## config.mk

```make
export PLATFORM = sky130hd
export DESIGN_NAME = ovl_dma_status
export DESIGN_NICKNAME = d
export VERILOG_FILES = /design/src/hw/ovl_pkg.sv /design/src/hw/ovl_event_flag.sv /design/src/hw/ovl_dma_status.sv
export SDC_FILE = /design/constraint.sdc
export NUM_CORES = 1
export LEC_CHECK = 0
export ABC_AREA = 1
export ABC_CLOCK_PERIOD_IN_PS = 1400
export BUFFER_PORTS_ARGS = -buffer_cell sky130_fd_sc_hd__buf_4
export CORE_AREA = 8 8 124 126
export DETAILED_ROUTE_END_ITERATION = 10
export DIE_AREA = 0 0 132 134
export PLACE_DENSITY = 0.74
export SYNTH_ARGS = -nofsm -noshare
export SYNTH_HDL_FRONTEND = slang
export SYNTH_SLANG_ARGS = --single-unit
```

## constraint.sdc

```tcl
create_clock -name aclk -period 1.4 [get_ports aclk]
set_clock_uncertainty 0.05 [all_clocks]
set_input_delay 0.07 -clock aclk [delete_from_list [all_inputs] [get_ports aclk]]
set_output_delay 0.07 -clock aclk [all_outputs]
set_load 0.05 [all_outputs]
```

## src/hw/ovl_pkg.sv

```systemverilog
package ovl_pkg;

   // Bus widths
   localparam int unsigned OVL_AW = 32;
   localparam int unsigned OVL_DW = 32;

   // Register byte addresses
   localparam logic [31:0] OVL_STATUS_ADDR = 32'hf0030358;
   localparam logic [31:0] OVL_VCTRL_ADDR = 32'hf0030384;
   localparam logic [31:0] OVL_PHASE_ADDR = 32'hf0030430;
   localparam logic [31:0] OVL_PEND_ADDR = 32'hf0030440;
   localparam logic [31:0] OVL_MASK_ADDR = 32'hf0030444;

   // Values after reset
   localparam logic [31:0] OVL_VCTRL_RST = 32'h0000_0000;
   localparam logic [31:0] OVL_PHASE_RST = 32'h0000_0000;
   localparam logic [31:0] OVL_MASK_RST = 32'h0000_0000;
   localparam logic [14:0] OVL_FLAG_RST = 15'h0000;

   // Writable bits of each read-write register
   localparam logic [31:0] OVL_VCTRL_WMASK = 32'h0000_003d;
   localparam logic [31:0] OVL_PHASE_WMASK = 32'h0007_0007;
   localparam logic [31:0] OVL_MASK_WMASK = 32'h007c_7c7c;

   // Event flag layout: channel c, event e sits at 2 + 8*c + e
   localparam int unsigned OVL_NUM_CH = 3;
   localparam int unsigned OVL_NUM_EVT = 5;
   localparam int unsigned OVL_NFLAG = 15;
   localparam int unsigned OVL_EVT_LSB = 2;
   localparam int unsigned OVL_CH_STRIDE = 8;
   localparam int unsigned OVL_V_CH = 2;

   // Event positions inside one channel group
   localparam int unsigned OVL_EV_XEND = 0;
   localparam int unsigned OVL_EV_BASE_DESCRIPTOR_LOADED_FLAG = 1;
   localparam int unsigned OVL_EV_HEAD = 2;
   localparam int unsigned OVL_EV_LEND = 3;
   localparam int unsigned OVL_EV_OVR = 4;

   // V control register fields
   localparam int unsigned OVL_VC_FETCH = 0;
   localparam int unsigned OVL_VC_XEND_IE = 2;
   localparam int unsigned OVL_VC_BASE_DESCRIPTOR_LOADED_FLAG_IE = 3;
   localparam int unsigned OVL_VC_HEAD_IE = 4;
   localparam int unsigned OVL_VC_LEND_IE = 5;

   // Phase offset fields
   localparam int unsigned OVL_PH_W = 3;
   localparam int unsigned OVL_XPH_LSB = 0;
   localparam int unsigned OVL_YPH_LSB = 16;
   localparam logic [2:0] OVL_PH_RST = 3'h0;

   // AXI response codes
   localparam logic [1:0] OVL_RESP_OKAY = 2'h0;
   localparam logic [1:0] OVL_RESP_DECERR = 2'h3;

   // One channel's events, bit 0 is end of transfer
   typedef struct packed {
      logic overflow;
      logic list_end;
      logic head_loaded;
      logic base_descriptor_loaded_flag_loaded;
      logic xfer_end;
   } ovl_evt_s;

   // Channel 0 base, 1 U, 2 V
   typedef ovl_evt_s [OVL_NUM_CH-1:0] ovl_evt_vec_t;

   // Scaler start request and step for one direction
   typedef struct packed {
      logic start;
      logic step;
   } ovl_scale_s;

   typedef enum logic [1:0] {WR_IDLE, WR_TAKE, WR_RESP} ovl_wr_state_e;
   typedef enum logic [1:0] {RD_IDLE, RD_TAKE, RD_RESP} ovl_rd_state_e;

endpackage

```

## src/hw/ovl_event_flag.sv

```systemverilog
`timescale 1ns/1ps
`default_nettype none

module ovl_event_flag
   import ovl_pkg::*;
#(
   parameter int unsigned W = 15
)
(
   // Clock and reset
   input wire logic aclk,
   input wire logic aresetn,
   // Set and clear strobes
   input wire logic [W-1:0] set,
   input wire logic [W-1:0] clr,
   // Sticky flags
   output logic [W-1:0] flags_q
);

   logic [W-1:0] flags_d;

   // Set wins over clear so a coincident event is never lost
   always_comb
   begin
      flags_d = (flags_q & ~clr) | set;
   end

   // Flag storage
   always_ff @(posedge aclk)
   begin
      if (!aresetn)
         flags_q <= '0;
      else
         flags_q <= flags_d;
   end

endmodule

`default_nettype wire

```

## src/hw/ovl_dma_status.sv

```systemverilog
// Summary of operation
// - Status flags sticky, set by hardware, cleared by read, writes ignored
// - End-of-transfer flag sets at bits 2, 10, 18 per channel
// - Descriptor-loaded flag sets at bits 3, 11, 19 per channel
// - Head-descriptor-loaded flag sets at bits 4, 12, 20 per channel
// - End-of-list flag sets at bits 5, 13, 21 per channel
// - Overflow flag sets at bits 6, 14, 22 per channel
// - V channel fetches descriptors only while control bit 0 is one; here the registered grant follows the bit one cycle late, both on and off
// - V end-of-transfer interrupt enable, bit 2, zero enables
// - V descriptor-loaded interrupt enable, bit 3, zero enables
// - V head-added interrupt enable, bit 4, one enables
// - V end-of-list interrupt enable, bit 5, one enables
// - Horizontal scaler starts at the programmed horizontal phase offset
// - Vertical scaler starts at the programmed vertical phase offset
//
// Design decision made here: the AXI4-Lite interface to the registers.
`timescale 1ns/1ps
`default_nettype none

module ovl_dma_status
   import ovl_pkg::*;
(
   // Clock and reset
   input wire logic aclk,
   input wire logic aresetn,
   // AXI4-Lite write address
   input wire logic [OVL_AW-1:0] s_axi_awaddr,
   input wire logic [2:0] s_axi_awprot,
   input wire logic s_axi_awvalid,
   output logic s_axi_awready,
   // AXI4-Lite write data
   input wire logic [OVL_DW-1:0] s_axi_wdata,
   input wire logic [3:0] s_axi_wstrb,
   input wire logic s_axi_wvalid,
   output logic s_axi_wready,
   // AXI4-Lite write response
   output logic [1:0] s_axi_bresp,
   output logic s_axi_bvalid,
   input wire logic s_axi_bready,
   // AXI4-Lite read address
   input wire logic [OVL_AW-1:0] s_axi_araddr,
   input wire logic [2:0] s_axi_arprot,
   input wire logic s_axi_arvalid,
   output logic s_axi_arready,
   // AXI4-Lite read data
   output logic [OVL_DW-1:0] s_axi_rdata,
   output logic [1:0] s_axi_rresp,
   output logic s_axi_rvalid,
   input wire logic s_axi_rready,
   // Channel events, one-cycle pulses
   input wire ovl_evt_vec_t chan_evt,
   // V channel descriptor fetch
   input wire logic v_fetch_req,
   output logic v_fetch_grant,
   output logic v_descriptor_fetch_enable,
   // Resampling control
   input wire ovl_scale_s h_scale,
   input wire ovl_scale_s v_scale,
   output logic [OVL_PH_W-1:0] h_coef_idx,
   output logic [OVL_PH_W-1:0] v_coef_idx,
   // Layer interrupt
   output logic irq
);

   // Spread the flat 15 flags onto their register bit positions
   function automatic logic [31:0] spread(input logic [14:0] f);
      logic [31:0] r;
      r = '0;
      for (int c = 0; c < OVL_NUM_CH; c++)
      begin
         for (int e = 0; e < OVL_NUM_EVT; e++)
         begin
            r[OVL_EVT_LSB + OVL_CH_STRIDE*c + e] = f[OVL_NUM_EVT*c + e];
         end
      end
      return r;
   endfunction

   // Gather register bit positions back into the flat flag order
   function automatic logic [14:0] gather(input logic [31:0] r);
      logic [14:0] f;
      f = '0;
      for (int c = 0; c < OVL_NUM_CH; c++)
      begin
         for (int e = 0; e < OVL_NUM_EVT; e++)
         begin
            f[OVL_NUM_EVT*c + e] = r[OVL_EVT_LSB + OVL_CH_STRIDE*c + e];
         end
      end
      return f;
   endfunction

   // Byte enables widened to a bit mask
   function automatic logic [31:0] strb_mask(input logic [3:0] s);
      logic [31:0] m;
      m = '0;
      for (int b = 0; b < 4; b++)
      begin
         m[8*b +: 8] = {8{s[b]}};
      end
      return m;
   endfunction

   ovl_wr_state_e wr_state_q, wr_state_d;
   ovl_rd_state_e rd_state_q, rd_state_d;
   logic awready_q, awready_d;
   logic wready_q, wready_d;
   logic bvalid_q, bvalid_d;
   logic [1:0] bresp_q, bresp_d;
   logic arready_q, arready_d;
   logic rvalid_q, rvalid_d;
   logic [1:0] rresp_q, rresp_d;
   logic [31:0] rdata_q, rdata_d;
   logic [31:0] vctrl_q, vctrl_d;
   logic [31:0] phase_q, phase_d;
   logic [31:0] mask_q, mask_d;
   logic [14:0] evt_flat;
   logic [14:0] rc_flags;
   logic [14:0] pend_flags;
   logic [14:0] rc_clr;
   logic [14:0] pend_clr;
   logic [14:0] eff_en;
   logic wr_fire;
   logic rd_fire;
   logic [31:0] wmask;
   logic irq_q, irq_d;
   logic grant_q, grant_d;
   logic [OVL_PH_W-1:0] h_idx_q, h_idx_d;
   logic [OVL_PH_W-1:0] v_idx_q, v_idx_d;

   // Events as one flat vector, channel 0 in the low bits
   assign evt_flat = chan_evt;

   // Write and read accept strobes, valid held by the master meanwhile
   assign wr_fire = (wr_state_q == WR_TAKE);
   assign rd_fire = (rd_state_q == RD_TAKE);
   assign wmask = strb_mask(s_axi_wstrb);

   // Read-to-clear status, cleared only by a status read
   always_comb
   begin
      rc_clr = '0;
      if (rd_fire && s_axi_araddr == OVL_STATUS_ADDR)
         rc_clr = '1;
   end

   // Companion pending register, cleared by writing ones
   always_comb
   begin
      pend_clr = '0;
      if (wr_fire && s_axi_awaddr == OVL_PEND_ADDR)
         pend_clr = gather(s_axi_wdata & wmask);
   end

   // Status flags, a set in the clearing cycle survives
   ovl_event_flag #(
      .W(OVL_NFLAG)
   ) u_status_flags (
      .aclk(aclk),
      .aresetn(aresetn),
      .set(evt_flat),
      .clr(rc_clr),
      .flags_q(rc_flags)
   );

   // Interrupt pending flags
   ovl_event_flag #(
      .W(OVL_NFLAG)
   ) u_pend_flags (
      .aclk(aclk),
      .aresetn(aresetn),
      .set(evt_flat),
      .clr(pend_clr),
      .flags_q(pend_flags)
   );

   // Write channel: both halves taken together, response follows
   always_comb
   begin
      wr_state_d = wr_state_q;
      awready_d = 1'b0;
      wready_d = 1'b0;
      bvalid_d = bvalid_q;
      bresp_d = bresp_q;
      case (wr_state_q)
         WR_IDLE:
         begin
            if (s_axi_awvalid && s_axi_wvalid)
            begin
               awready_d = 1'b1;
               wready_d = 1'b1;
               wr_state_d = WR_TAKE;
            end
         end
         WR_TAKE:
         begin
            bvalid_d = 1'b1;
            case (s_axi_awaddr)
               OVL_STATUS_ADDR, OVL_VCTRL_ADDR, OVL_PHASE_ADDR,
               OVL_PEND_ADDR, OVL_MASK_ADDR: bresp_d = OVL_RESP_OKAY;
               default: bresp_d = OVL_RESP_DECERR;
            endcase
            wr_state_d = WR_RESP;
         end
         WR_RESP:
         begin
            if (s_axi_bready)
            begin
               bvalid_d = 1'b0;
               wr_state_d = WR_IDLE;
            end
         end
         default:
         begin
            bvalid_d = 1'b0;
            wr_state_d = WR_IDLE;
         end
      endcase
   end

   // Register writes; a write to the status word changes nothing
   always_comb
   begin
      vctrl_d = vctrl_q;
      phase_d = phase_q;
      mask_d = mask_q;
      if (wr_fire)
      begin
         case (s_axi_awaddr)
            OVL_VCTRL_ADDR:
               vctrl_d = (vctrl_q & ~(wmask & OVL_VCTRL_WMASK)) |
                  (s_axi_wdata & wmask & OVL_VCTRL_WMASK);
            OVL_PHASE_ADDR:
               phase_d = (phase_q & ~(wmask & OVL_PHASE_WMASK)) |
                  (s_axi_wdata & wmask & OVL_PHASE_WMASK);
            OVL_MASK_ADDR:
               mask_d = (mask_q & ~(wmask & OVL_MASK_WMASK)) |
                  (s_axi_wdata & wmask & OVL_MASK_WMASK);
            default:
               mask_d = mask_q;
         endcase
      end
   end

   // Read channel: data captured in the accept cycle
   always_comb
   begin
      rd_state_d = rd_state_q;
      arready_d = 1'b0;
      rvalid_d = rvalid_q;
      rresp_d = rresp_q;
      rdata_d = rdata_q;
      case (rd_state_q)
         RD_IDLE:
         begin
            if (s_axi_arvalid)
            begin
               arready_d = 1'b1;
               rd_state_d = RD_TAKE;
            end
         end
         RD_TAKE:
         begin
            rvalid_d = 1'b1;
            rresp_d = OVL_RESP_OKAY;
            case (s_axi_araddr)
               OVL_STATUS_ADDR: rdata_d = spread(rc_flags);
               OVL_VCTRL_ADDR: rdata_d = vctrl_q;
               OVL_PHASE_ADDR: rdata_d = phase_q;
               OVL_PEND_ADDR: rdata_d = spread(pend_flags);
               OVL_MASK_ADDR: rdata_d = mask_q;
               default:
               begin
                  rdata_d = '0;
                  rresp_d = OVL_RESP_DECERR;
               end
            endcase
            rd_state_d = RD_RESP;
         end
         RD_RESP:
         begin
            if (s_axi_rready)
            begin
               rvalid_d = 1'b0;
               rd_state_d = RD_IDLE;
            end
         end
         default:
         begin
            rvalid_d = 1'b0;
            rd_state_d = RD_IDLE;
         end
      endcase
   end

   // Effective enables; the V group also honours its control enables
   always_comb
   begin
      eff_en = gather(mask_q);
      eff_en[OVL_NUM_EVT*OVL_V_CH + OVL_EV_XEND] =
         eff_en[OVL_NUM_EVT*OVL_V_CH + OVL_EV_XEND] &
         ~vctrl_q[OVL_VC_XEND_IE];
      eff_en[OVL_NUM_EVT*OVL_V_CH + OVL_EV_BASE_DESCRIPTOR_LOADED_FLAG] =
         eff_en[OVL_NUM_EVT*OVL_V_CH + OVL_EV_BASE_DESCRIPTOR_LOADED_FLAG] &
         ~vctrl_q[OVL_VC_BASE_DESCRIPTOR_LOADED_FLAG_IE];
      eff_en[OVL_NUM_EVT*OVL_V_CH + OVL_EV_HEAD] =
         eff_en[OVL_NUM_EVT*OVL_V_CH + OVL_EV_HEAD] &
         vctrl_q[OVL_VC_HEAD_IE];
      eff_en[OVL_NUM_EVT*OVL_V_CH + OVL_EV_LEND] =
         eff_en[OVL_NUM_EVT*OVL_V_CH + OVL_EV_LEND] &
         vctrl_q[OVL_VC_LEND_IE];
   end

   // Level interrupt from pending flags, registered for a clean output
   always_comb
   begin
      irq_d = |(pend_flags & eff_en);
   end

   // Descriptor fetch gating; disabling stops the grant one cycle after the enable bit clears
   always_comb
   begin
      grant_d = v_fetch_req & vctrl_q[OVL_VC_FETCH];
   end

   // Coefficient set index: start loads the phase, step advances modulo 8
   always_comb
   begin
      h_idx_d = h_idx_q;
      v_idx_d = v_idx_q;
      if (h_scale.start)
         h_idx_d = phase_q[OVL_XPH_LSB +: OVL_PH_W];
      else if (h_scale.step)
         h_idx_d = h_idx_q + 3'h1;
      if (v_scale.start)
         v_idx_d = phase_q[OVL_YPH_LSB +: OVL_PH_W];
      else if (v_scale.step)
         v_idx_d = v_idx_q + 3'h1;
   end

   // Bus handshake and response state
   always_ff @(posedge aclk)
   begin
      if (!aresetn)
      begin
         wr_state_q <= WR_IDLE;
         rd_state_q <= RD_IDLE;
         awready_q <= 1'b0;
         wready_q <= 1'b0;
         bvalid_q <= 1'b0;
         bresp_q <= OVL_RESP_OKAY;
         arready_q <= 1'b0;
         rvalid_q <= 1'b0;
         rresp_q <= OVL_RESP_OKAY;
         rdata_q <= '0;
      end
      else
      begin
         wr_state_q <= wr_state_d;
         rd_state_q <= rd_state_d;
         awready_q <= awready_d;
         wready_q <= wready_d;
         bvalid_q <= bvalid_d;
         bresp_q <= bresp_d;
         arready_q <= arready_d;
         rvalid_q <= rvalid_d;
         rresp_q <= rresp_d;
         rdata_q <= rdata_d;
      end
   end

   // Software-visible configuration and block outputs
   always_ff @(posedge aclk)
   begin
      if (!aresetn)
      begin
         vctrl_q <= OVL_VCTRL_RST;
         phase_q <= OVL_PHASE_RST;
         mask_q <= OVL_MASK_RST;
         irq_q <= 1'b0;
         grant_q <= 1'b0;
         h_idx_q <= OVL_PH_RST;
         v_idx_q <= OVL_PH_RST;
      end
      else
      begin
         vctrl_q <= vctrl_d;
         phase_q <= phase_d;
         mask_q <= mask_d;
         irq_q <= irq_d;
         grant_q <= grant_d;
         h_idx_q <= h_idx_d;
         v_idx_q <= v_idx_d;
      end
   end

   // Every output straight from a flip-flop
   assign s_axi_awready = awready_q;
   assign s_axi_wready = wready_q;
   assign s_axi_bvalid = bvalid_q;
   assign s_axi_bresp = bresp_q;
   assign s_axi_arready = arready_q;
   assign s_axi_rvalid = rvalid_q;
   assign s_axi_rresp = rresp_q;
   assign s_axi_rdata = rdata_q;
   assign irq = irq_q;
   assign v_fetch_grant = grant_q;
   assign v_descriptor_fetch_enable = vctrl_q[OVL_VC_FETCH];
   assign h_coef_idx = h_idx_q;
   assign v_coef_idx = v_idx_q;

endmodule

`default_nettype wire

```

; Word level (Yosys, flattened, before mapping)
; Index checks and enable logic that the tools add are counted.
[totals]
elab_cells = 104
inputBits = 133
regBits = 178
[classes]
add_sub_neg = 2
n_mux = 21
n_reduce_logical = 19
n_eq_ne = 18
bitwise_logic = 26
[ops]
columns = cell, n
row1 = $eq A32 B32 Y1 const B, 10
row2 = $pmux W32 S5, 1
row3 = $and A32 B32 Y32, 3
row4 = $and A15 B15 Y15, 3
row5 = $not A19 Y32, 1
row6 = $not A23 Y32, 1
row7 = $not A6 Y32, 1
row8 = $or A32 B19 Y32, 1
row9 = $or A32 B23 Y32, 1
row10 = $or A32 B6 Y32, 1
row11 = $mux W15, 2
row12 = $not A15 Y15, 2
row13 = $or A15 B15 Y15, 2
row14 = $and A23 B23 Y23, 1
row15 = $reduce_and A2 Y1, 9
row16 = $reduce_or A15 Y1, 1
row17 = $mux W2, 6
row18 = $mux W3, 4
row19 = $pmux W2 S3, 2
row20 = $reduce_or A5 Y1, 2
row21 = $ne A2 B2 Y1 const B, 4
row22 = $add A3 B1 Y3 const B, 2
row23 = $pmux W1 S3, 2
row24 = $and A1 B1 Y1, 5
row25 = 7 further kinds, 19

; Depth between registers and ports, before layout
; Gate-level depths: netlist of the first run.
[logic_depth]
depth_word = 6
depth_mapped = 12
ltp_nobuf = 11

; Hierarchy
; From an unflattened synthesis of the first run, not the netlist that was laid out.
[hier_totals]
hier_cells = 730
area_unflattened_um2 = 5089.9
[modules_own_cells]
columns = module, seq_area_each_um2, area_per_inst_um2, n_inst, cells_each
row1 = ovl_dma_status, 1261.2, 3896.2, 1, 576
row2 = ovl_event_flag, 300.3, 596.8, 2, 77

; Worst setup path before layout of the first run
; Ideal clock, no wire load.
[synth_path]
path_type = reg2reg
start = register h_idx_q[0] (netlist: h_coef_idx[0])
end = register h_idx_q[1] (netlist: h_coef_idx[1])
period_less_slack_ns = 1.360
arrival_time_ns = 1.200
slack_ns = 0.040
stages_incl_launch_ff = 6
cell_sequence = dfxtp_1 -> ha_1 -> nand3_1 -> o211ai_1 -> nand2_1 -> inv_1
[synth_between]
elab_chain_len = 3
[synth_lines]
columns = item, line_no
row1 = start: declaration, ovl_dma_status.sv:128  ; logic [OVL_PH_W-1:0] h_idx_q, h_idx_d;
row2 = start signal: assignment, ovl_dma_status.sv:392  ; h_idx_q <= h_idx_d;
row3 = $add A3 B1 Y3, ovl_dma_status.sv:334  ; h_idx_d = h_idx_q + 3'h1;
row4 = $mux W3, ovl_dma_status.sv:333  ; else if (h_scale.step)
row5 = $mux W3, ovl_dma_status.sv:331  ; if (h_scale.start)
; Every way passes these cells. The select of a mux whose other input is x is not followed.
; A chain may end at the register's enable or synchronous reset.

==> metrics.csv, run 1 <==
metric,value,unit
Routed Antenna Nets,0,
post-synth top area share,0.409,
Layout Area Growth over Synthesis,50.0,%
startpoint types,flop,
Worst-path clk slew,60,ps
Synth Area per Inst,6.95,um2
largest net degree at the start of global routing,30,
Total GRT Usage,0.161,
H-tree depth,3,
worst path arrival time,1470,ps
maxcap violations,0,
Die Height,134,um
final core utilization,0.505,
main flop type after synthesis,dfxtp_1,
Setup Viol. Count Final,0,
vias in the first global route,4838,
pwr dens,916,nW/um2
ANT cells,0,
# rows,43,
Synth async-reset ratio,0,
cts bufs inserted,9,
Synth area leader,dfxtp_1,
Pre-antenna DRT Iters,6,
VDD IR-drop max,616,uV
Slew Limit Fails,0,
status,"finished, final reports clean",
clock sinks,93,
share of cells above drive strength 1,0.282,
total gr overflow,0,
Crit. End Element,flop,
critical path's largest stage delay,330,ps
Worst Hold Class,in -> reg,
drt total wl,14100,um
CTS max path bufs,2,
post-synthesis sequential area ratio,0.409,
minimum clock period,1310,ps
Static Leak,3.15,nW
Placeable Area,13500,um2
top-count cell post-synth,nand2_1,
"top cells by count, synth","nand2_1 (159), dfxtp_1 (93), nor2_1 (73)",
die area,17700,um2
final hold vios,0,
routability cong.,0.808,
final std cells w/o fill,1057,
# DRC,0,
Area contributors post-synth,"dfxtp_1 (41%), nand2_1 (13%), a21oi_1 (6.3%)",
vias per cell,4.66,
drt wl/cell,13.4,um
Skew-Pair Late Insertion Delay,340,ps
I/O pins,183,
NumNets Final,1007,
Post-synth EDFFs,0,
synth unique cells,37,
Worst EP required,1560,ps
Peak Freq,763,MHz
Post-Syn Instances,655,
CTS tree,built,
dpl hpwl,10900,um
CP Max Fanout,4,
# port buffers,149,
initial antenna violation count,0,
clock root cell,clkbuf_16,
"Critical Path, Cell by Cell","inv_2, nor2_4, inv_1, nor2_4, buf_6, nand2_2, nor2_2, nor3_1",
final period utilization,0.937,
Initial Util,0.337,
"Warnings, synthesis",0,
Die X,132,um
placed insts,1000,
RSZ-0062 raised after global routing,yes,
CP most frequent cell,nor2_4,
number of synthesized register bits,93,
CP Class,reg -> reg,
vias post-DR,4924,
Mapped Area,4550,um2
first-pass GRT wire length,23500,um
Worst path slowest cell,dfxtp_2,
DRT iter0 DRCs,220,
## per-layer routing
| layer | routed length [um] | vias to the layer above | track usage |
|---|---|---|---|
| met5 | 0 | - | 0 |
| met4 | 193 | 0 | 0.0421 |
| met2 | 6740 | 167 | 0.277 |
| met3 | 961 | 15 | 0.0494 |
| li1 | - | 2528 | - |
| met1 | 6220 | 2214 | 0.191 |
## cell usage in the layout (no fill, tap or decap), drive strengths merged
cell type    count
inv             73
and2             3
conb            13
dlygate4sd3     40
nor4             1
clkbuf          10
clkinvlp         3
buf            189
a211oi           5
o21ai           36
nand3           59
ha               2
a31oi            2
a221oi           2
a21oi           67
bufinv           2
nand2          162
dfxtp           93
o211ai           2
nand4            6
xor2             2
nor3            12
a22oi            2
a22o             2
clkinv           1
o2111ai          1
nor2            84
nand3b           3
## power breakdown
group,internal [mW],switching (mW)
Sequential,2.73,0.0560
Clock,1.56,1.02
Combinational,0.428,0.459
Total,4.72,1.53
## what timing repair did
action | CTS | global route
pin swaps | 0 | 3
hold buffers | 40 | 0
endpoints found under the setup margin | 3 | 42
buffers inserted | 0 | 1
endpoints found under the hold margin | 65 | 0
gates resized for setup | 1 | 15
## through the flow
step | setup TNS (ps) | worst slack (ps) | instance area, um2 | power [mW] | hold WS, ps
final | 0 | 88.6 | 6830 | 6.25 | 13.9
after global routing | -21.8 | -6.95 | 6830 | 6.53 | 19.3
after CTS | 0 | 11.9 | 6790 | 6.29 | 2.84
after detailed placement | -2320 | -136 | 6070 | 3.63 | 255
after global placement | -1110 | -83.5 | 6070 | 3.62 | 245
after floorplan | 0 | 39.9 | 4590 | 3.25 | 143
## worst max-delay path: cells and delay by family (launching register included)
family,cells,cell delay [ps]
and+or+nand+nor,5,520
DFF,1,330
buffers and inverters,3,280
## path summary, 6_finish.rpt
check	startpoint	endpoint	slack (ps)	cells after the start
worst max register to register	wr_state_q[0]	flop	90	8
worst min register to register	rd_state_q[0]	s_axi_arready	410	1
worst min-delay path	h_scale[1]	h_coef_idx[2]	10	3
worst max-delay path	wr_state_q[0]	flop	90	8
## logic make-up after synthesis
family | Yosys count | synth area share
other | 1 | 0.000824
buffers and inverters | 108 | 0.109
AND/OR/NAND/NOR | 330 | 0.323
AO/OA/AOI/OAI | 119 | 0.149
adder cells (fa/ha/maj) | 2 | 0.00550
XOR/XNOR | 2 | 0.00385
flip-flops | 93 | 0.409
## area by class of cell
class	instances	area, um2
well taps	180	225
clock inverters	6	87.6
fillers	1326	6680
multi-input cells	466	2260
repair buffers	229	1890
flip-flops and latches	93	1860
inverters	73	277
clock buffers	10	229
(Power assumes the default switching activity.)
==> run 2: changes to the inputs <==
--- a/config.mk
+++ b/config.mk
@@ -11,6 +11,7 @@
 export CORE_AREA = 8 8 124 126
 export DETAILED_ROUTE_END_ITERATION = 10
 export DIE_AREA = 0 0 132 134
+export GPL_TIMING_DRIVEN = 0
 export PLACE_DENSITY = 0.74
 export SYNTH_ARGS = -nofsm -noshare
 export SYNTH_HDL_FRONTEND = slang
==> run 2 against run 1 <==
Count of clock-buffer cells in the layout increased by 1; clock power decreased by 16%; first-iteration DRC count increased by 41%; global-route usage increased by 0.31 points; sequential power about the same; sequential cell count unchanged; power decreased by 6.1%; wire length increased by 4.9%; setup slack got worse by 20 ps; worst hold slack improved by 6.9 ps; largest power group unchanged; highest routed layer unchanged.
==> metrics.csv, run 2 (synthesized netlist as in run 1, its figures left out) <==
metric,value,unit,change
status,"finished, final reports clean",,unchanged
dpl ws,-388,ps,was -136 ps
Area after DPL,5940,um2,was 6070 um2
CTS tree,built,,unchanged
Peak Freq,751,MHz,was 763 MHz
Worst Hold Class,in -> reg,,unchanged
Worst-path clk slew,60,ps,about the same
met2 WL,7030,um,was 6740 um
die area,17700,um2,unchanged
# port buffers,149,,unchanged
Worst-Margin Slew,796,ps,
"commonest non-fill, non-tap cell in the layout",buf_4,,unchanged
Fill cells,1305,,was 1326
Min-Delay Startpoint,h_scale[1],,unchanged
ANT cells,0,,unchanged
I/O pins,183,,unchanged
post-route cell area,6870,um2,was 6830 um2
Worst path slowest cell,dfxtp_2,,unchanged
"commonest cells after routing, fill and taps aside","buf_4 (186), nand2_1 (155), dfxtp_1 (91)",,"was buf_4 (183), nand2_1 (158), dfxtp_1 (92)"
startpoint types,flop,,unchanged
worst path arrival time,1470,ps,about the same
clock sinks,93,,unchanged
NumNets Final,1024,,was 1007
vias in the first global route,4839,,was 4838
initial antenna violation count,0,,unchanged
first-pass GRT wire length,23700,um,was 23500 um
Die Height,134,um,unchanged
Total GRT Usage,0.164,,was 0.161
cts bufs inserted,9,,unchanged
setup tns final,0,ps,unchanged
largest net degree at the start of global routing,15,,was 30
final hold vios,0,,unchanged
vias per cell,4.71,,was 4.66
DRT iter0 DRCs,310,,was 220
WL met3,1170,um,was 961 um
Routed Antenna Nets,0,,unchanged
routability cong.,0.859,,was 0.808
CP Launch Point,wr_state_q[0],,unchanged
VDD IR-drop max,601,uV,was 616 uV
final period utilization,0.951,,was 0.937
drt wl/cell,13.8,um,was 13.4 um
# rows,43,,unchanged
setup ws final,68.6,ps,was 88.6 ps
share of cells above drive strength 1,0.284,,was 0.282
Top Metal Used,met4,,unchanged
dpl hpwl,11400,um,was 10900 um
Placeable Area,13500,um2,unchanged
wl on met1,6440,um,was 6220 um
critical path's largest stage delay,330,ps,about the same
total gr overflow,0,,unchanged
Slew Limit Fails,0,,unchanged
Skew-Pair Late Insertion Delay,330,ps,was 340 ps
CTS max path bufs,2,,unchanged
H-tree depth,3,,unchanged
Static Leak,3.22,nW,was 3.15 nW
maxcap violations,0,,unchanged
pwr dens,855,nW/um2,was 916 nW/um2
Worst EP required,1540,ps,was 1560 ps
Pre-antenna DRT Iters,5,,was 6
Initial Util,0.337,,unchanged
Setup Viol. Count Final,0,,unchanged
relative slew slack,0.469,,
"Critical Path, Cell by Cell","inv_2, nor2_4, inv_2, nor2_4, buf_12, nand3_1, nand2_1, a21oi_1",,"was inv_2, nor2_4, inv_1, nor2_4, buf_6, nand2_2, nor2_2, nor3_1"
minimum clock period,1330,ps,was 1310 ps
Layout Area Growth over Synthesis,51.0,%,was 50.0%
# DRC,0,,unchanged
vias post-DR,5050,,was 4924
Crit. End Element,flop,,unchanged
clock root cell,clkbuf_16,,unchanged
CP Class,reg -> reg,,unchanged
RR Startpoint,wr_state_q[0],,unchanged
CP Max Fanout,7,,was 4
Die X,132,um,unchanged
drt total wl,14800,um,was 14100 um
-- run 2: cell count changes in the layout (fill, tap and decap cells not counted), sizes merged --
cell         previous run  this run
buf                   189       191
bufinv                  2         0
clkinv                  1         3
clkinvlp                3         2
clkbuf                 10        23
dlygate4sd3            40        42
-- run 2: worst max-delay path: cells and delay by family (launching register included) --
kind,cells,cell delay (ps)
DFF,1,330
AOI/OAI and AO/OA,1,50
and+or+nand+nor,4,470
buffers and inverters,3,280
-- run 2: repair_timing --
| action | in CTS | in global routing |
|---|---|---|
| pin swaps | 3 | 9 |
| endpoints found under the setup margin | 66 | 59 |
| hold buffers | 42 | 0 |
| resized for setup | 11 | 19 |
| cloned | 0 | 1 |
| buffers inserted | 5 | 16 |
| hold endpoints to repair | 64 | 0 |
-- run 2: path summary, 6_finish.rpt --
path,end,slack [ps],cells past startpoint
setup / recovery,u_pend_flags.flags_q[11],70,8
setup reg to reg,u_pend_flags.flags_q[11],70,8
hold reg to reg,s_axi_arready,400,1
hold / removal,h_coef_idx[2],20,3
-- run 2: report_power, final --
part,internal (mW),switching [mW],total (mW)
combinational,0.440,0.480,0.920
clock,1.19,0.970,2.16
sequential,2.73,0.0571,2.79
total,4.36,1.51,5.87
-- run 2: cell type report --
type | instances | area, um2 | area share
repair buffers | 211 | 1710 | 0.250
clock inverters | 4 | 26.3 | 0.00383
plain buffers | 34 | 224 | 0.0326
multi-input cells | 466 | 2290 | 0.334
repair inverters | 1 | 7.51 | 0.00109
flip-flops and latches | 93 | 1860 | 0.271
inverters | 73 | 282 | 0.0410
well taps | 180 | 225 | 0.0328
clock buffers | 11 | 233 | 0.0339
-- run 2: through the flow --
| step | cells | power (mW) | hold slack [ps] | utilization |
|---|---|---|---|---|
| final | 1073 | 5.87 | 20.8 | 0.509 |
| after global routing | 1073 | 6.09 | 55.4 | 0.509 |
| after CTS | 1058 | 5.89 | 16.8 | 0.497 |
| after detailed placement | 996 | 3.64 | 253 | 0.440 |
| after global placement | 996 | 3.63 | 241 | 0.440 |
| after floorplan | 667 | 3.25 | 143 | - |
-- run 2: layer usage --
layer	track usage	vias up
met5	0	-
met4	0.0377	0
met3	0.0467	13
met2	0.279	205
met1	0.201	2268
li1	-	2564
